[src/ccpts_pkg.sv]
// Notes on behaviour
// - Pulse timing derives only from system clock.
// - Reset restores registers; pin returns to input.
// - Pulse output feeds every internal consumer.
// - Control bit 7 enables the unit.
// - Control bit 5 shows output, read-only.
// - Alignment bit picks left or right width.
// - Mode 11xx selects pulse-width mode.
// - 1011 pulse plus timer clear; 1010 pulse.
// - 1001 sets on entry, clears on match.
// - 1000 sets on entry and on match.
// - Capture every 16th, 4th, each rising edge.
// - 0100 falling edges; 0011 both edges.
// - 0010 toggles; 0001 toggles and clears timer.
// - Mode 0000 turns unit off, resets state.
// - Select one bits 5-4 pick channel seven timer.
// - Bits 3-2, 1-0 pick channels two, one.
// - Select two picks pulse channels nine, four, three.
// - Unimplemented bits read as zero.
// - Low value byte captures or compares low.
// - High value byte captures or compares high.
// - Right alignment: width from low, high 1:0.
// - Left alignment: width from high, low 7:6.
// - Period end clears timer, latches width, sets output if width nonzero.
// - Time base equal to buffered width clears output.
`default_nettype none
package ccpts_pkg;

  // Register byte offsets on the bus
  localparam logic [7:0] OFS_CONTROL  = 8'h00;
  localparam logic [7:0] OFS_TSEL_ONE = 8'h04;
  localparam logic [7:0] OFS_TSEL_TWO = 8'h08;
  localparam logic [7:0] OFS_VAL_LOW  = 8'h0C;
  localparam logic [7:0] OFS_VAL_HIGH = 8'h10;

  // Reset values and writable masks
  localparam logic [7:0] RST_REG       = 8'h00;
  localparam logic [7:0] CTRL_WMASK    = 8'h9F;
  localparam logic [7:0] TSEL_WMASK    = 8'h3F;
  localparam logic [31:0] RDATA_ZERO   = 32'h0000_0000;

  // Control field positions
  localparam int EN_BIT   = 7;
  localparam int RSV_BIT  = 6;
  localparam int OUT_BIT  = 5;
  localparam int ALIGN_BIT = 4;
  localparam int MODE_MSB = 3;

  // Timer-select field positions (low bit of each pair)
  localparam int TSEL_HI_LSB  = 4;
  localparam int TSEL_MID_LSB = 2;
  localparam int TSEL_LO_LSB  = 0;

  // Mode codes
  localparam logic [3:0] MODE_OFF      = 4'h0;
  localparam logic [3:0] MODE_TGL_CLR  = 4'h1;
  localparam logic [3:0] MODE_TGL      = 4'h2;
  localparam logic [3:0] MODE_CAP_BOTH = 4'h3;
  localparam logic [3:0] MODE_CAP_FALL = 4'h4;
  localparam logic [3:0] MODE_CAP_R1   = 4'h5;
  localparam logic [3:0] MODE_CAP_R4   = 4'h6;
  localparam logic [3:0] MODE_CAP_R16  = 4'h7;
  localparam logic [3:0] MODE_SET      = 4'h8;
  localparam logic [3:0] MODE_CLR      = 4'h9;
  localparam logic [3:0] MODE_PULSE    = 4'hA;
  localparam logic [3:0] MODE_PULSE_CL = 4'hB;
  localparam logic [1:0] MODE_PWM_TOP  = 2'h3;

  // Capture prescaler terminal counts
  localparam logic [3:0] PRE_LAST_1  = 4'h0;
  localparam logic [3:0] PRE_LAST_4  = 4'h3;
  localparam logic [3:0] PRE_LAST_16 = 4'hF;

  localparam int NUM_PTMR = 4;

  typedef enum logic [1:0] {cls_off, cls_capture, cls_compare, cls_pwm} ccpts_class_t;

  // One 8-bit period timer as seen by the unit
  typedef struct packed {
    logic [7:0] count;
    logic [7:0] period;
    logic [1:0] sub;
    logic       inc;
  } ccpts_ptmr_t;

  // Internal consumers of the unit output
  typedef struct packed {
    logic adc_trigger;
    logic complementary_output_generator;
    logic ramp_generator;
    logic signal_modulator;
    logic logic_cell;
    logic amp_override;
    logic period_timer_reset;
    logic pin_select;
  } ccpts_route_t;

  // Timer choices for all channels
  typedef struct packed {
    logic [1:0] channel_seven_timer_choice;
    logic [1:0] channel_two_timer_choice;
    logic [1:0] channel_one_timer_choice;
    logic [1:0] pwm_nine_timer_choice;
    logic [1:0] pwm_four_timer_choice;
    logic [1:0] pwm_three_timer_choice;
  } ccpts_tsel_t;

endpackage
`default_nettype wire

[src/ccpts_unit.sv]
`timescale 1ns/1ps
`default_nettype none
module ccpts_unit
  import ccpts_pkg::*;
#(
  parameter int OWN_CHANNEL = 0
) (
  input  wire logic                        pclk,
  input  wire logic                        presetn,
  input  wire logic                        psel,
  input  wire logic                        penable,
  input  wire logic                        pwrite,
  input  wire logic [7:0]                  paddr,
  input  wire logic [31:0]                 pwdata,
  output logic      [31:0]                 prdata,
  output logic                             pready,
  output logic                             pslverr,
  input  wire ccpts_ptmr_t [NUM_PTMR-1:0]  period_timers,
  input  wire logic [15:0]                 companion_wide_timer,
  input  wire logic                        capture_pin,
  output logic                             unit_out,
  output logic                             pin_out,
  output logic                             pin_oe,
  output ccpts_route_t                     consumers,
  output logic                             companion_clear,
  output logic      [NUM_PTMR-1:0]         period_clear,
  output ccpts_tsel_t                      timer_choices
);

  logic [7:0]  control_q;
  logic [7:0]  tsel_one_q;
  logic [7:0]  tsel_two_q;
  logic [7:0]  val_low_q;
  logic [7:0]  val_high_q;
  logic [31:0] prdata_q;
  logic        pready_q;
  logic        pslverr_q;
  logic        out_q;
  logic        oe_q;
  logic        comp_clear_q;
  logic [3:0]  period_clear_q;
  logic [9:0]  width_buf_q;
  logic [3:0]  mode_prev_q;
  logic        cmp_eq_q;
  logic        cap_s1_q;
  logic        cap_s2_q;
  logic        cap_s3_q;
  logic [3:0]  pre_cnt_q;

  logic         setup;
  logic         mapped;
  logic         wr_fire;
  logic [7:0]   rd_byte;
  logic         ctrl_en;
  logic [3:0]   act_mode;
  ccpts_class_t cls;
  logic         active;
  logic         entering;
  logic [1:0]   own_sel;
  ccpts_ptmr_t  sel_tmr;
  logic [9:0]   width_next;
  logic         period_hit;
  logic         tb_match;
  logic         cmp_eq;
  logic         match_evt;
  logic         rise;
  logic         fall;
  logic         cap_edge;
  logic [3:0]   pre_last;
  logic         cap_evt;

  // Bus decode
  assign setup   = psel & ~penable;
  assign mapped  = (paddr == OFS_CONTROL) || (paddr == OFS_TSEL_ONE) ||
                   (paddr == OFS_TSEL_TWO) || (paddr == OFS_VAL_LOW) ||
                   (paddr == OFS_VAL_HIGH);
  assign wr_fire = psel & penable & pready_q & pwrite & mapped;

  // Read view; output level is live, bit 6 and upper select bits are zero
  always_comb begin
    rd_byte = 8'h00;
    unique case (paddr)
      OFS_CONTROL:  rd_byte = {control_q[EN_BIT], 1'b0, out_q, control_q[ALIGN_BIT:0]};
      OFS_TSEL_ONE: rd_byte = tsel_one_q & TSEL_WMASK;
      OFS_TSEL_TWO: rd_byte = tsel_two_q & TSEL_WMASK;
      OFS_VAL_LOW:  rd_byte = val_low_q;
      OFS_VAL_HIGH: rd_byte = val_high_q;
      default:      rd_byte = 8'h00;
    endcase
  end

  // Answer is prepared in setup, so every access completes with no wait
  always_ff @(posedge pclk or negedge presetn) begin
    if (!presetn) begin
      pready_q  <= 1'b0;
      pslverr_q <= 1'b0;
      prdata_q  <= RDATA_ZERO;
    end else begin
      pready_q  <= setup;
      pslverr_q <= setup & ~mapped;
      if (setup && !pwrite) begin
        prdata_q <= {24'h00_0000, rd_byte};
      end
    end
  end

  // Control and timer-select registers; any reset clears them
  always_ff @(posedge pclk or negedge presetn) begin
    if (!presetn) begin
      control_q  <= RST_REG;
      tsel_one_q <= RST_REG;
      tsel_two_q <= RST_REG;
    end else if (wr_fire) begin
      if (paddr == OFS_CONTROL) begin
        control_q <= pwdata[7:0] & CTRL_WMASK;
      end
      if (paddr == OFS_TSEL_ONE) begin
        tsel_one_q <= pwdata[7:0] & TSEL_WMASK;
      end
      if (paddr == OFS_TSEL_TWO) begin
        tsel_two_q <= pwdata[7:0] & TSEL_WMASK;
      end
    end
  end

  // Mode decode; disabled unit behaves as mode off
  assign ctrl_en  = control_q[EN_BIT];
  assign act_mode = ctrl_en ? control_q[MODE_MSB:0] : MODE_OFF;
  assign active   = (act_mode != MODE_OFF);
  assign entering = (act_mode != mode_prev_q);

  always_comb begin
    cls = cls_off;
    if (act_mode[3:2] == MODE_PWM_TOP) begin
      cls = cls_pwm;
    end else if (act_mode[3] || act_mode == MODE_TGL || act_mode == MODE_TGL_CLR) begin
      cls = cls_compare;
    end else if (active) begin
      cls = cls_capture;
    end
  end

  always_ff @(posedge pclk or negedge presetn) begin
    if (!presetn) begin
      mode_prev_q <= MODE_OFF;
    end else begin
      mode_prev_q <= act_mode;
    end
  end

  // Timer choice for this unit's own channel
  always_comb begin
    unique case (OWN_CHANNEL)
      1:       own_sel = tsel_one_q[TSEL_MID_LSB +: 2];
      2:       own_sel = tsel_one_q[TSEL_HI_LSB +: 2];
      default: own_sel = tsel_one_q[TSEL_LO_LSB +: 2];
    endcase
  end

  assign sel_tmr = period_timers[own_sel];

  // Width assembly by alignment
  assign width_next = control_q[ALIGN_BIT] ? {val_high_q, val_low_q[7:6]}
                                         : {val_high_q[1:0], val_low_q};

  // Period end is the increment taken while count sits on its period
  assign period_hit = (cls == cls_pwm) && sel_tmr.inc &&
                      (sel_tmr.count == sel_tmr.period);
  // Time base built from pclk-driven count and sub bits; no other clock
  assign tb_match = ({sel_tmr.count, sel_tmr.sub} == width_buf_q);

  // Width buffer only reloads at period end, so writes never glitch
  always_ff @(posedge pclk or negedge presetn) begin
    if (!presetn) begin
      width_buf_q <= 10'h000;
    end else if (!active) begin
      width_buf_q <= 10'h000;
    end else if (period_hit) begin
      width_buf_q <= width_next;
    end
  end

  // Clear request to the selected period timer
  always_ff @(posedge pclk or negedge presetn) begin
    if (!presetn) begin
      period_clear_q <= 4'h0;
    end else begin
      period_clear_q <= period_hit ? (4'h1 << own_sel) : 4'h0;
    end
  end

  // Compare match fires once when equality begins
  assign cmp_eq    = (companion_wide_timer == {val_high_q, val_low_q});
  assign match_evt = (cls == cls_compare) && cmp_eq && !cmp_eq_q;

  always_ff @(posedge pclk or negedge presetn) begin
    if (!presetn) begin
      cmp_eq_q <= 1'b0;
    end else begin
      cmp_eq_q <= (cls == cls_compare) && cmp_eq;
    end
  end

  // Capture pin synchroniser, third stage for edges
  always_ff @(posedge pclk or negedge presetn) begin
    if (!presetn) begin
      cap_s1_q <= 1'b0;
      cap_s2_q <= 1'b0;
      cap_s3_q <= 1'b0;
    end else begin
      cap_s1_q <= capture_pin;
      cap_s2_q <= cap_s1_q;
      cap_s3_q <= cap_s2_q;
    end
  end

  assign rise = cap_s2_q & ~cap_s3_q;
  assign fall = ~cap_s2_q & cap_s3_q;

  always_comb begin
    cap_edge = 1'b0;
    pre_last = PRE_LAST_1;
    unique case (act_mode)
      MODE_CAP_BOTH: cap_edge = rise | fall;
      MODE_CAP_FALL: cap_edge = fall;
      MODE_CAP_R1:   cap_edge = rise;
      MODE_CAP_R4: begin
        cap_edge = rise;
        pre_last = PRE_LAST_4;
      end
      MODE_CAP_R16: begin
        cap_edge = rise;
        pre_last = PRE_LAST_16;
      end
      default: cap_edge = 1'b0;
    endcase
  end

  assign cap_evt = (cls == cls_capture) && cap_edge && (pre_cnt_q == pre_last);

  // Prescaler restarts on any mode change so counts start clean
  always_ff @(posedge pclk or negedge presetn) begin
    if (!presetn) begin
      pre_cnt_q <= 4'h0;
    end else if (cls != cls_capture || entering) begin
      pre_cnt_q <= 4'h0;
    end else if (cap_edge) begin
      pre_cnt_q <= (pre_cnt_q == pre_last) ? 4'h0 : pre_cnt_q + 4'h1;
    end
  end

  // Value registers; a capture beats a software write in the same cycle
  always_ff @(posedge pclk or negedge presetn) begin
    if (!presetn) begin
      val_low_q  <= RST_REG;
      val_high_q <= RST_REG;
    end else if (cap_evt) begin
      val_low_q  <= companion_wide_timer[7:0];
      val_high_q <= companion_wide_timer[15:8];
    end else if (wr_fire) begin
      if (paddr == OFS_VAL_LOW) begin
        val_low_q <= pwdata[7:0];
      end
      if (paddr == OFS_VAL_HIGH) begin
        val_high_q <= pwdata[7:0];
      end
    end
  end

  // Unit output level
  always_ff @(posedge pclk or negedge presetn) begin
    if (!presetn) begin
      out_q <= 1'b0;
    end else if (!active) begin
      out_q <= 1'b0;
    end else begin
      unique case (cls)
        cls_pwm: begin
          if (period_hit) begin
            out_q <= (width_next != 10'h000);
          end else if (tb_match) begin
            out_q <= 1'b0;
          end
        end
        cls_compare: begin
          if (entering && (act_mode == MODE_SET || act_mode == MODE_CLR)) begin
            out_q <= 1'b1;
          end else if (match_evt) begin
            unique case (act_mode)
              MODE_SET:                 out_q <= 1'b1;
              MODE_CLR:                 out_q <= 1'b0;
              MODE_PULSE, MODE_PULSE_CL: out_q <= 1'b1;
              default:                  out_q <= ~out_q;
            endcase
          end else if (act_mode == MODE_PULSE || act_mode == MODE_PULSE_CL) begin
            out_q <= 1'b0;
          end
        end
        default: out_q <= 1'b0;
      endcase
    end
  end

  // Companion timer clear and pin direction
  always_ff @(posedge pclk or negedge presetn) begin
    if (!presetn) begin
      comp_clear_q <= 1'b0;
      oe_q         <= 1'b0;
    end else begin
      comp_clear_q <= match_evt &&
                      (act_mode == MODE_PULSE_CL || act_mode == MODE_TGL_CLR);
      oe_q         <= active && (cls != cls_capture);
    end
  end

  // Outputs, all from flip-flops
  assign prdata          = prdata_q;
  assign pready          = pready_q;
  assign pslverr         = pslverr_q;
  assign unit_out        = out_q;
  assign pin_out         = out_q;
  assign pin_oe          = oe_q;
  assign consumers       = {8{out_q}};
  assign companion_clear = comp_clear_q;
  assign period_clear    = period_clear_q;
  assign timer_choices   = {tsel_one_q[5:0], tsel_two_q[5:0]};
endmodule
`default_nettype wire

[config.mk]
export PLATFORM = sky130hd
export DESIGN_NAME = ccpts_unit
export DESIGN_NICKNAME = d
export VERILOG_FILES = /design/src/ccpts_pkg.sv /design/src/ccpts_unit.sv
export SDC_FILE = /design/constraint.sdc
export NUM_CORES = 1
export LEC_CHECK = 0
export ABC_CLOCK_PERIOD_IN_PS = 2900
export BUFFER_PORTS_ARGS = -buffer_cell sky130_fd_sc_hd__buf_2
export CAP_MARGIN = 0
export CELL_PAD_IN_SITES_DETAIL_PLACEMENT = 1
export CELL_PAD_IN_SITES_GLOBAL_PLACEMENT = 1
export CORE_AREA = 2 2 91 158
export DETAILED_ROUTE_END_ITERATION = 8
export DIE_AREA = 0 0 93 160
export PLACE_DENSITY = 0.9
export SLEW_MARGIN = 20
export SYNTH_ARGS = -nofsm -noshare
export SYNTH_HDL_FRONTEND = slang
export SYNTH_SLANG_ARGS = --single-unit
export TNS_END_PERCENT = 5
[constraint.sdc]
create_clock -name pclk -period 2.9 [get_ports pclk]
set_clock_uncertainty 0.05 [all_clocks]
set_input_delay 0.29 -clock pclk [delete_from_list [all_inputs] [get_ports pclk]]
set_output_delay 0.29 -clock pclk [all_outputs]
set_load 0.02 [all_outputs]
## Word-level counts from Yosys, hierarchy flattened

Cells that the tools add are included.

| storage, ports and cells | value |
|---|---|
| flip-flop bits (word level) | 73 |
| bits in latches | 0 |
| memory bits (writable) | 0 |
| ROM bits | 0 |
| input bits | 138 |
| output and inout bits | 62 |
| word-level logic and storage cells | 131 |
| memories kept | 0 |

| cells by class | value |
|---|---|
| add/subtract/negate cells | 1 |
| $mul | 0 |
| div/mod/pow operators | 0 |
| order comparisons | 1 |
| equal/unequal tests | 28 |
| shifts and indexed selects | 1 |
| muxes and demuxes | 30 |
| bitwise gates (word level) | 14 |
| reduce and logical (&&, ||, !) cells | 37 |

Operators with widths:

| kind | number |
|---|---|
| $mux W8 | 6 |
| $pmux W8 S5 | 1 |
| $bmux W19 S2 | 1 |
| $mux W10 | 3 |
| $mux W4 | 5 |
| $mux W19 | 1 |
| $eq A16 B16 Y1 | 1 |
| $eq A4 B3 Y1 const B | 4 |
| $eq A4 B4 Y1 const B | 4 |
| $eq A8 B4 Y1 const B | 2 |
| $reduce_and A2 Y1 | 6 |
| $eq A10 B10 Y1 | 1 |
| $logic_and A1 B1 Y1 | 10 |
| $logic_or A1 B1 Y1 | 10 |
| $reduce_bool A10 Y1 | 1 |
| $and A1 B1 Y1 | 8 |
| $eq A4 B2 Y1 const B | 2 |
| $eq A8 B3 Y1 const B | 1 |
| $eq A8 B5 Y1 const B | 1 |
| $eq A8 B8 Y1 | 1 |
| $logic_not A8 Y1 | 1 |
| $pmux W4 S2 | 1 |
| $reduce_bool A2 Y1 | 4 |
| $mux W1 | 7 |
| 19 further kinds | 30 |

## Depth between registers and ports, before layout

Gate-level depths: netlist (run 1).

| depth | value |
|---|---|
| word-level depth | 13 |
| mapped depth | 9 |

## Least setup slack after synthesis (run 1)

Ideal clock, no wire load.

| timing | value |
|---|---|
| path type | register -> register |
| start point | reg tsel_one_q[0] |
| end point | reg out_q, in the netlist pin_out |
| arrival | 2,414 ps |
| required time | 2,731 ps |
| path slack | 317 ps |
| cell stages (with the launch flop) | 9 |
| clock period less this slack | 2,583 ps |
| cell sequence | dfrtp_1 > buf_6 > buf_2 > mux4_2 > xnor2_1 > nand4_2 > or3_1 > a311o_1 > o21a_1 |

| on the way | value |
|---|---|
| cells in the longest elaborated chain, start to end | 7 |
| elaborated cells between the ends (all ways) | 11 |
| those cells by class | 3 x eq/ne; 5 x mux; 3 x reduce/logical |

RTL lines:

| what | RTL line | RTL |
|---|---|---|
| from (decl) | ccpts_unit.sv:31 | `logic [7:0] tsel_one_q;` |
| from (signal assigned) | ccpts_unit.sv:118 | `tsel_one_q <= pwdata[7:0] & TSEL_WMASK;` |
| $bmux W19 S2 * | ccpts_unit.sv:160 | `assign sel_tmr = period_timers[own_sel];` |
| $mux W19 (implied by the code) * | ccpts_unit.sv:160 |  |
| $eq A8 B8 Y1 or $logic_and A1 B1 Y1 (tied branches) | ccpts_unit.sv:168, ccpts_unit.sv:167 |  |
| $logic_and A1 B1 Y1 | ccpts_unit.sv:167 | `assign period_hit = (cls == cls_pwm) && sel_tmr.inc &&` |
| $mux W1 | ccpts_unit.sv:279 | `if (period_hit) begin` |
| $pmux W1 S2 | ccpts_unit.sv:277 | `unique case (cls)` |
| $mux W1 | ccpts_unit.sv:274 | `end else if (!active) begin` |
| to (signal assigned) | ccpts_unit.sv:280 | `out_q <= (width_next != 10'h000);` |
| to (signal assigned) | ccpts_unit.sv:293 | `default: out_q <= ~out_q;` |
| to (decl) | ccpts_unit.sv:38 | `logic out_q;` |

Every way passes the cells marked *; elsewhere a longest branch is shown, timed or not. The select of a mux whose other input is x is not followed.
A chain may end at the register's enable or synchronous reset.

## Final worst setup path (run 1)

Same ends and word-level chain as after synthesis.

==> results of run 1 <==
## how the worst max path moves through the flow
stage                             start      end  slack (ns)  cells past startpoint
after detailed placement  tsel_one_q[0]  pin_out        0.17                      7
after global routing      tsel_one_q[0]  pin_out        0.03                      7
after global placement    tsel_one_q[0]  pin_out        0.21                      8
after CTS                 tsel_one_q[0]  pin_out        0.15                      8
final                     tsel_one_q[0]  pin_out        0.13                      7
after floorplan           tsel_one_q[0]  pin_out        0.32                      8
## cells in the mapped netlist, types with 10 or more instances
cell type	count	area [µm²]
dfrtp_1	73	1830
nor2_1	45	169
buf_4	36	270
mux2i_1	29	290
nand2_1	26	97.6
xor2_1	24	210
a21oi_1	21	105
mux2_2	19	214
xnor2_1	13	114
clkbuf_1	12	45.0
inv_1	12	45.0
mux4_2	11	248
o21ai_0	11	55.1
a22oi_1	10	75.1
## kinds of logic (layout without fill, tap and decap cells)
family	Yosys count	after routing	share of synthesized area, %
buffers and inverters	70	196	8.98
DFF	73	73	38.1
AOI/OAI and AO/OA	79	79	11.7
adders and majority gates	3	3	0.783
and+or+nand+nor	129	129	13.5
muxes	67	67	20.1
xor gates and xnor gates	37	37	6.76
other	1	24	0.0782
## what timing repair did
| action | CTS | global route |
|---|---|---|
| setup endpoints to repair | 0 | 1 |
| hold buffers | 1 | 0 |
| endpoints found under the hold margin | 1 | 0 |
| setup buffers | 0 | 1 |
## registers in the layout, indices dropped and copies added (netlist names)
signal	flops
tsel_one_q	6
pin_oe	1
val_high_q	8
mode_prev_q	4
cap_s1_q	1
pslverr	1
prdata	8
pre_cnt_q	4
period_clear	4
pready	1
cap_s2_q	1
companion_clear	1
cmp_eq_q	1
width_buf_q	10
pin_out	1
tsel_two_q	6
control_q	6
cap_s3_q	1
val_low_q	8
## routing by layer
metal	vias up	track usage (%)
li1	1908	-
met1	2119	22.4
met2	213	38.6
met4	0	11.2
met5	-	0
met3	46	3.30
## metrics by stage
step / hold slack, ns / util, %
2_1_floorplan: -0.0556 / -
3_3_place_gp: 0.292 / 41.0
3_5_place_dp: 0.296 / 41.0
4_1_cts: 0.172 / 43.5
5_1_grt: 0.190 / 43.6
6_report: 0.105 / 43.6
## cell type report
class / count / area share (%)
Clock buffer: 11 / 4.07
Clock inverter: 5 / 1.47
Inverter: 12 / 0.755
Multi-Input combinational cell: 339 / 44.1
Sequential cell: 73 / 30.6
Tap cell: 177 / 3.71
Timing Repair Buffer: 168 / 15.3
## power groups by stage
stage	clock network (µW)	registers [µW]	logic (µW)
2_1_floorplan	0	1110	156
3_3_place_gp	0	1100	289
3_5_place_dp	0	1100	300
4_1_cts	1260	1080	304
5_1_grt	1310	1090	330
6_report	1240	1080	301
==> run summary, run 1 <==
The run finished with clean final reports. STA puts the critical path data arrival time at 2.96 ns. Across the run, the number of max-cap violations was 0. The number of gates resized after CTS was 0.

The initial antenna violation count came out at 0. The analysis attributes to net switching a power of 663 µW. The I/O pin count is 200, and the top fanout value on the critical path is 20. The highest metal layer carrying signal wires in the routed design is met4. The H-tree was split into 3 levels. The fraction of power spent switching nets was 25.3%; the static leakage was 0.00284 µW. In the post-route analysis, the smallest setup slack over all paths is 0.126 ns.

The number of placed instances, taps included, is 767. 0 antenna diodes ended up in the layout. The clock buffer count from CTS came out at 9. The internal power came out at 1960 µW. The number of nets still failing antenna checks after routing was 0; the average cell area after synthesis was 10.4 µm². In this run, the number of DRC markers left after iteration 0 of detailed routing was 176.

The final routed wire length divided by cell count is 19.4 µm. The clock root buffer is clkbuf_16. The number of distinct standard cells referenced by the synthesized netlist was 55. Before CTS, the worst setup slack after placement is 0.175 ns. Count of endpoints failing hold in the final timing report: 0. Die extent in x: 93 µm. Counting flops with an async set or reset pin after synthesis yields a share of 100%.

The max-slew violation count was 0; the worst vdd rail ir drop was 0.318 mV. After layout, the worst path uses 95.7% of the clock period. The logs give 744 for the final net count and 15200 µm for the total wirelength of the detailed-routed design.

Port buffering added 151 buffers. Wire segments on met3 add up to 959 µm in the final route. The number of clock sinks was 73. Cells with a size suffix above 1 make up 36.8% of the layout.

The logs give 5350 µm for the wire length on met1 and 2 for the maximum buffer depth of the clock tree. Yosys printed 0 warnings. For the number of remaining DRC errors, the log shows 0. The run gives 57 as the number of rows in the core area. The number of cells on the worst reg-to-reg path is 7, and the placer's final routability congestion estimate is 0.913. The kind of start point of the critical path is a flip-flop. The sum of met2 wire segment lengths after detailed routing came out at 8260 µm.

The first global-routing pass estimated 24100 µm of wire. The die covers 0.0149 mm². TritonCTS built the clock tree. Sequential cells burn 41.3% of the power.

Height of the chip: 160 µm. The cell at the slowest stage of the critical path was mux4_1. The class of the most critical hold timing path is in -> async.

The area growth from synthesis to layout is 24.4%. Setup repair after global routing left no endpoint under its margin. Across all layers, the routed design uses 4286 vias.

The most frequently used flop master after synthesis was dfrtp_1. After technology mapping, the gate count stands at 459. Global routing consumed, over all layers together, 21.0% of the routing resources.

The setup TNS is 0 ns. Number of global-route vias before repair: 4550. The clock reaches the later pin of the worst-skew pair after 0.35 ns. The vias per cell is 5.46, and the worst setup slack for register-to-register paths is 0.13 ns. The logs give 785 for the number of standard cells in the final layout excluding fillers and 0.00263 mm² for the area of combinational cells with multiple inputs.

Per report_power, the clock group accounts for 47.2% of the total. The half-perimeter wire length after placement was 11800 µm; the number of buffer and inverter stages on the critical path was 1. The synthesized design contains 73 register bits.

In the layout the commonest cells are buf_2, dfrtp_1, nor2_1. The commonest non-fill, non-tap cell in the layout was buf_2. Summing the sequential cell areas from Yosys gives 38.1% of the chip area.

Capture point of the worst reg-to-reg path: pin_out. For the total congestion overflow, the log shows 0. The pre-antenna-repair detailed-routing pass consisted of 5 iterations. For this configuration, the core starts out at a cell density of 35.0%.

The synthesized design contains 0 enable-type register cells. The final instance area is 0.00596 mm². The signal on the critical path passes through buf_12 > mux4_1 > xnor2_1 > nand3_1 > or3_1 > a311o_1 > o21a_1. The peak per-stage delay on the critical path was 0.63 ns; the share of power burned in combinational logic was 11.5%. In this run the standard cell core region covers 0.0137 mm². Clock-pin slew was measured on the worst setup and hold paths at 0.06 ns.

STA classifies the critical path endpoint as a flip-flop. The placed instances occupy a cell area of 0.00562 mm². For the overall power of the completed layout, the log shows 2620 µW. The startpoint of the worst-slack reg-to-reg timing path was tsel_one_q[0]. For the worst setup path, the data required time is 3.08 ns. Derived from the worst setup path, the maximum achievable clock frequency is 0.360 GHz. For the area used by sequential logic in the layout, the log shows 0.00183 mm². The power density relative to cell area was 440 mW/mm²; the total setup violations reported at the end of the flow was 0.

For the pin count of the biggest net entering global routing, the log shows 74. The relative slew slack was 36.5%. The slew at the pin with the worst max-slew slack was 0.953 ns; the minimum clock period after layout was 2.77 ns. Summing every instance area after synthesis gives 0.00479 mm². By startpoint and endpoint, the worst setup path is classified as reg -> reg. Fill cells in the final layout number 1597. The category of cells accounting for the largest share of critical-path delay is simple AND/OR/NAND/NOR gates.
(Power assumes the default switching activity.)
==> inputs of run 2 (changes only) <==
Settings changed: ABC_CLOCK_PERIOD_IN_PS 2900 to 2400, CORE_AREA 2 2 91 158 to 2 2 89 176, DIE_AREA 0 0 93 160 to 0 0 91 178, PLACE_DENSITY 0.9 to default, PLACE_DENSITY_LB_ADDON from default to 0.25.
Clock period 2.9 ns to 2.4 ns, I/O delays scaled along.
==> run 2 against run 1 <==
Net effect: the run now ends with setup timing left; fmax is 8.1% higher; critical path depth is 2 higher; via count is 3.0% higher; cell count is 9.4% higher; utilization is 0.95 points higher; non-clock buffer count is 56 higher; critical endpoint unchanged.
==> run summary, run 2 (synthesized netlist as in run 1, its figures left out) <==
Depth of the CTS H-tree: 3 (unchanged). The final net count was 800 (was 744); the count of buffers from port buffering was 151 (unchanged). The relative slew slack came out at 54.5% (was 36.5%). Final instance area: 0.00660 mm² (was 0.00596 mm²). The run gives 0 (unchanged) as the antenna diode count.

The class of the most critical hold timing path was in -> reg (was in -> async). The commonest non-fill, non-tap cell in the layout was buf_2 (unchanged). The total number of vias was 4415 (was 4286); the post-route clock period utilization was 107% (was 95.7%). The final routed wire length divided by cell count was 19.4 µm (about the same); the data arrival time of the worst path was 2.74 ns (was 2.96 ns).

Number of nets still failing antenna checks after routing: 0 (unchanged). The die extent in x came out at 91 µm (was 93 µm). The number of flip-flops under the largest register name came out at 10 (unchanged). The slew at the pin with the worst max-slew slack is 0.683 ns (was 0.953 ns), and the max-cap check violation count is 0 (unchanged).

The clock buffer count from CTS came out at 9 (unchanged). The clock-pin slew of the registers on the worst-case setup and hold paths was 0.06 ns (about the same). The final reports fail on setup timing. Sequential share of power: 40.3% (was 41.3%). The total congestion overflow was 0 (unchanged); the vias per cell was 5.14 (was 5.46). The type of the worst setup path is reg -> reg (unchanged).

The tools report the start point of the worst hold path as psel. The run gives 32.3% (was 35.0%) as the initial standard-cell utilization of the core. The logs give 51 (was 74) for the pin count of the biggest net entering global routing and 0.34 ns (was 0.35 ns) for the clock latency on the worst-skew pair. Setup repair after global routing could not meet its margin everywhere. The total net switching power was 817 µW (was 663 µW). The kind of start point of the critical path is a flip-flop (unchanged). The worst hold path was traced through 3 stages.

The flow ran to the end, but the final reports show violations. The maximum buffer depth of the clock tree is 2 (unchanged), and the fraction of layout cells with a size suffix above 1 is 46.1% (was 36.8%). The top fanout value on the critical path is 6 (was 20), and the count of endpoints failing hold in the final timing report is 0 (unchanged). The tools report the share of power burned in combinational logic as 13.6% (was 11.5%).

Post-place instance area: 0.00595 mm² (was 0.00562 mm²). The kind of end point of the critical path is a flip-flop (unchanged). Static leakage: 0.00317 µW (was 0.00284 µW). The tools report the origin of the worst setup path as tsel_one_q[0] (unchanged).

The half-perimeter wire length after placement is 12900 µm (was 11800 µm), and the area of the die is 0.0162 mm² (was 0.0149 mm²). The number of optimization iterations in the first detailed-route pass is 5 (unchanged). The worst vdd rail ir drop was 0.344 mV (was 0.318 mV).

The I/O pin count was 200 (unchanged). The tools report the post-placement setup slack as -0.349 ns (was 0.175 ns). The tools report the startpoint of the worst-slack reg-to-reg timing path as tsel_one_q[0] (unchanged). The logs give 0 (unchanged) for the number of remaining DRC errors and 0 (unchanged) for the max-slew violation count.

Register with the highest flop count: width_buf_q (unchanged). The minimum clock period after layout was 2.57 ns (was 2.77 ns). The clock power share is 46.1% (was 47.2%). Clock root buffer: clkbuf_16 (unchanged). The initial antenna violation count came out at 0 (unchanged).

The total wirelength of the detailed-routed design was 16600 µm (was 15200 µm); the core box area was 0.0148 mm² (was 0.0137 mm²). The data required time at the worst endpoint was 2.58 ns (was 3.08 ns); the internal power was 2400 µW (was 1960 µW). Commonest cells after routing, fill and taps aside: buf_2, dfrtp_1, buf_4 (was buf_2, dfrtp_1, nor2_1). The overall track demand over capacity in global routing came out at 21.1% (was 21.0%). The placer's final routability congestion estimate is 0.836 (was 0.913).

The run gives 14 (was 0) as the total setup violations reported at the end of the flow. Global-route wire length before repair: 26300 µm (was 24100 µm). The highest achievable clock rate came out at 0.390 GHz (was 0.360 GHz).

The number of clock sinks was 73 (unchanged); the number of global-route vias before repair was 4884 (was 4550). The height of the chip was 178 µm (was 160 µm); the iteration-0 DRC count of the detailed router was 166 (was 176). The tools report the number of rows in the core area as 63 (was 57).

Worst setup slack after layout: -0.166 ns (was 0.126 ns). The layout overhead on the synthesized area was 37.6% (was 24.4%). TritonCTS built the clock tree. The fraction of power spent switching nets is 25.4% (was 25.3%), and the number of cells on the worst reg-to-reg path is 9 (was 7). The power density relative to cell area was 488 mW/mm² (was 440 mW/mm²).
run 2: routing by layer:
metal	GRT usage (%)	routed length, µm
met1	21.1	5790
met2	42.1	9540
met4	9.09	544
met5	0	0
met3	3.34	768
run 2: worst paths after layout:
check | endpoint | slack [ns]
hold / removal | pready | 0.13
setup / recovery | pin_out | -0.17
min in group asynchronous | val_low_q[7] | 0.38
hold reg to reg | cap_s2_q | 0.30
setup reg to reg | pin_out | -0.17
max in group asynchronous | control_q[3] | 1.27
run 2: through the flow:
stage	util [%]	hold WS, ns	total power [µW]	TNS, ns	cells
floorplan	-	-0.106	1520	-0.216	482
global placement	40.2	0.205	1720	-2.41	825
detailed placement	40.2	0.214	1730	-3.44	825
CTS	44.1	0.123	3240	-1.61	856
global route	44.5	0.146	3340	-3.33	859
finish	44.5	0.130	3220	-1.46	859
run 2: worst max-delay path, stage by stage, from the launching register on:
cell     delay, ns
dfrtp_2       0.36
buf_6         0.13
buf_8         0.12
buf_6         0.10
mux4_2        0.51
xnor2_2       0.18
nand4_2       0.15
or3_4         0.41
a311o_1       0.32
o21a_1        0.11
run 2: what timing repair did:
item / CTS / global route
gates resized for setup: 34 / 6
pin swaps: 22 / 9
setup endpoints to repair: 17 / 17
cloned: 3 / 0
hold buffers: 2 / 0
setup buffers: 10 / 3
endpoints found under the hold margin: 24 / 0
run 2: area by class of cell:
class / instances / area, µm²
Timing Repair Buffer: 224 / 1440
Fill cell: 1748 / 8220
Inverter: 12 / 45.0
Multi-Input combinational cell: 339 / 2710
Clock inverter: 6 / 91.3
Clock buffer: 10 / 239
Tap cell: 195 / 244
Sequential cell: 73 / 1830
run 2: power by group through the flow:
stage               combinational (µW)  sequential [µW]  clock [µW]
floorplan                          188             1340           0
detailed placement                 415             1320           0
global route                       474             1300        1570
CTS                                435             1300        1510
global placement                   404             1320           0
finish                             436             1300        1480
==> inputs of run 3 (changes only) <==
Settings changed: CORE_AREA 2 2 89 176 to 2 2 138 113, DIE_AREA 0 0 91 178 to 0 0 140 115.
==> run 3 against run 2 <==
Net effect: the flow finishes with violations (DRC, setup timing); largest power group unchanged; die area is 0.61% lower; combinational power down 5.7%; design area down 4.2%; first-iteration DRC count grew 14%; total power down 0.92%; clock power hardly changed; sequential power hardly changed; critical endpoint unchanged; critical path depth is 2 lower; setup slack improved by 0.062 ns; sequential share of layout area up 1.2 points; utilization is 1.7 points lower; register-to-register slack better by 0.06 ns.
==> run summary, run 3 (synthesized netlist as in run 1, its figures left out) <==
The clock-pin slew of the registers on the worst-case setup and hold paths was 0.06 ns (about the same); the initial standard-cell utilization of the core was 32.5% (was 32.3%). The height of the chip is 115 µm (was 178 µm). The global-route wire length before repair is 24300 µm (was 26300 µm), and the minimum clock period after layout is 2.50 ns (was 2.57 ns). For the static leakage, the log shows 0.00303 µW (was 0.00317 µW). Number of flip-flops under the largest register name: 10 (unchanged).

The setup TNS was -0.671 ns (was -1.46 ns); the overall power of the completed layout was 3190 µW (was 3220 µW). The die extent in x is 140 µm (was 91 µm). The capture point of the worst reg-to-reg path is pin_out (unchanged). The layout overhead on the synthesized area was 31.9% (was 37.6%). For the depth of the CTS H-tree, the log shows 3 (unchanged).

The total wirelength of the detailed-routed design is 15400 µm (was 16600 µm). The startpoint of the worst-slack reg-to-reg timing path is tsel_one_q[0] (unchanged). Iteration-0 DRC count of the detailed router: 190 (was 166).

Commonest non-fill, non-tap cell in the layout: buf_2 (unchanged). Cell at the slowest stage of the critical path: mux4_1 (was mux4_2). Setup repair after global routing could not meet its margin everywhere.

The start point of the worst hold path was companion_wide_timer[0] (was psel). The run gives 0.33 ns (was 0.34 ns) as the clock latency on the worst-skew pair. The clock root buffer was clkbuf_16 (unchanged).

The number of nets still failing antenna checks after routing was 0 (unchanged); the number of clock sinks was 73 (unchanged). Vias per cell: 5.12 (was 5.14). The kind of start point of the critical path was a flip-flop (unchanged). The number of buffer and inverter stages on the critical path was 1 (was 3); the total number of vias was 4233 (was 4415). The final net count is 774 (was 800), and the clock buffer count from CTS is 9 (unchanged).

Category of cells accounting for the largest share of critical-path delay: multiplexers (was simple AND/OR/NAND/NOR gates). The peak per-stage delay on the critical path is 0.62 ns (was 0.51 ns), and the antenna diode count is 0 (unchanged). Number of cells on the worst reg-to-reg path: 7 (was 9). The I/O pin count is 200 (unchanged), and the placer's final routability congestion estimate is 0.831 (was 0.836). Worst hold path endpoint: val_low_q[0] (was pready). For the total of fill cells in the finished design, the log shows 1692 (was 1748). The run finished, with violations left. The half-perimeter wire length after placement came out at 12000 µm (was 12900 µm). The core box area was 0.0148 mm² (about the same).

The area of the die is 0.0161 mm² (was 0.0162 mm²), and the count of endpoints failing hold in the final timing report is 0 (unchanged). The fraction of layout cells with a size suffix above 1 is 42.6% (was 46.1%), and the number of optimization iterations in the first detailed-route pass is 6 (was 5). The initial antenna violation count was 0 (unchanged); the number of rows in the core area was 40 (was 63).

Worst-path cell chain: buf_4 > mux4_1 > xnor2_1 > nand3_2 > or3_1 > a311o_1 > o21a_1 (was buf_6 > buf_8 > buf_6 > mux4_2 > xnor2_2 > nand4_2 > or3_4 > a311o_1 > o21a_1). The class of the most critical hold timing path was in -> reg (unchanged). The post-route clock period utilization was 104% (was 107%).

The number of global-route vias before repair is 4494 (was 4884), and the overall track demand over capacity in global routing is 19.4% (was 21.1%). The logs give 0.136 ns (was 0.130 ns) for the worst hold slack and 0 (unchanged) for the max-slew violation count. The top fanout value on the critical path is 5 (was 6), and the cell count after placement is 807 (was 825). Commonest cells after routing, fill and taps aside: buf_2, dfrtp_1, nor2_1 (was buf_2, dfrtp_1, buf_4). The number of standard cells in the final layout excluding fillers is 827 (was 859).

Violations in the final reports: DRC, setup timing (was setup timing). The total congestion overflow was 0 (unchanged); the pin count of the biggest net entering global routing was 58 (was 51). For the worst setup slack after layout, the log shows -0.104 ns (was -0.166 ns). The data required time at the worst endpoint is 2.58 ns (about the same). Type of the worst setup path: reg -> reg (unchanged). The max-cap check violation count was 0 (unchanged); the total setup violations reported at the end of the flow was 11 (was 14). The count of buffers from port buffering works out to 151 (unchanged).

The worst vdd rail ir drop was 0.373 mV (was 0.344 mV); the maximum buffer depth of the clock tree was 2 (unchanged). The final routed wire length divided by cell count is 18.6 µm (was 19.4 µm). Kind of end point of the critical path: a flip-flop (unchanged). TritonCTS built the clock tree.

The worst setup slack for register-to-register paths was -0.10 ns (was -0.17 ns); the number of instances on the worst hold path was 3 (unchanged). Register with the highest flop count: width_buf_q (unchanged). The tools report the highest achievable clock rate as 0.399 GHz (was 0.390 GHz). The data arrival time of the worst path is 2.68 ns (was 2.74 ns). The number of remaining DRC errors is 6 (was 0), and the power density relative to cell area is 504 mW/mm² (was 488 mW/mm²).
run 3: changes by cell type in the layout (fill, tap and decap cells not counted), moves of 2 or more:
cell,before,now
nor2_1,41,45
buf_16,2,0
mux4_2,17,14
buf_6,9,0
clkinvlp_4,3,1
nor2_2,4,1
mux4_1,2,5
buf_4,54,38
buf_12,4,6
clkinv_2,0,2
run 3: how the worst max path moves through the flow:
| stage | start | end | slack (ns) | depth (start not counted) |
|---|---|---|---|---|
| global placement | tsel_one_q[0] | pin_out | -0.15 | 6 |
| finish | tsel_one_q[0] | pin_out | -0.10 | 7 |
| floorplan | tsel_one_q[0] | pin_out | -0.10 | 8 |
| global route | tsel_one_q[0] | pin_out | -0.21 | 8 |
| detailed placement | tsel_one_q[0] | pin_out | -0.19 | 6 |
| CTS | tsel_one_q[0] | pin_out | -0.12 | 8 |
run 3: worst min-delay path, cell delays in order:
cell and delay, ns:
buf_2 0.10, nor2_1 0.04, a21oi_1 0.10
run 3: per-stage QoR:
| stage | setup slack (ns) | area (µm²) | utilization (%) |
|---|---|---|---|
| 6_report | -0.104 | 6320 | 42.8 |
| 5_1_grt | -0.209 | 6320 | 42.8 |
| 4_1_cts | -0.118 | 6270 | 42.5 |
| 3_5_place_dp | -0.187 | 5890 | 39.9 |
| 3_3_place_gp | -0.151 | 5890 | 39.9 |
| 2_1_floorplan | -0.102 | 4880 | - |
run 3: final cells by class:
cell class,instances,area [µm²],share of cell area [%]
timing repair buffer,198,1190,18.8
multi-input combinational,339,2690,42.6
clock inverter,5,77.6,1.23
sequential,73,1830,29.0
tap,189,236,3.74
inverter,12,45.0,0.713
clock buffer,11,253,4.00
run 3: metal layers:
layer / up-vias / GRT usage (%) / part of all wire, %
li1: 1963 / - / -
met1: 2170 / 25.1 / 45
met2: 86 / 34.5 / 50
met3: 14 / 3.46 / 3.6
met4: 0 / 3.97 / 1.2
met5: - / 0 / 0
run 3: what timing repair did:
item	4_1_cts	5_1_grt
endpoints found under the setup margin	16	17
hold endpoints to repair	17	0
setup buffers	2	0
resized for setup	8	10
hold buffers	2	0
run 3: report_power, final:
group	switching, µW	internal, µW
clock	517	963
combinational	230	181
sequential	29.9	1270
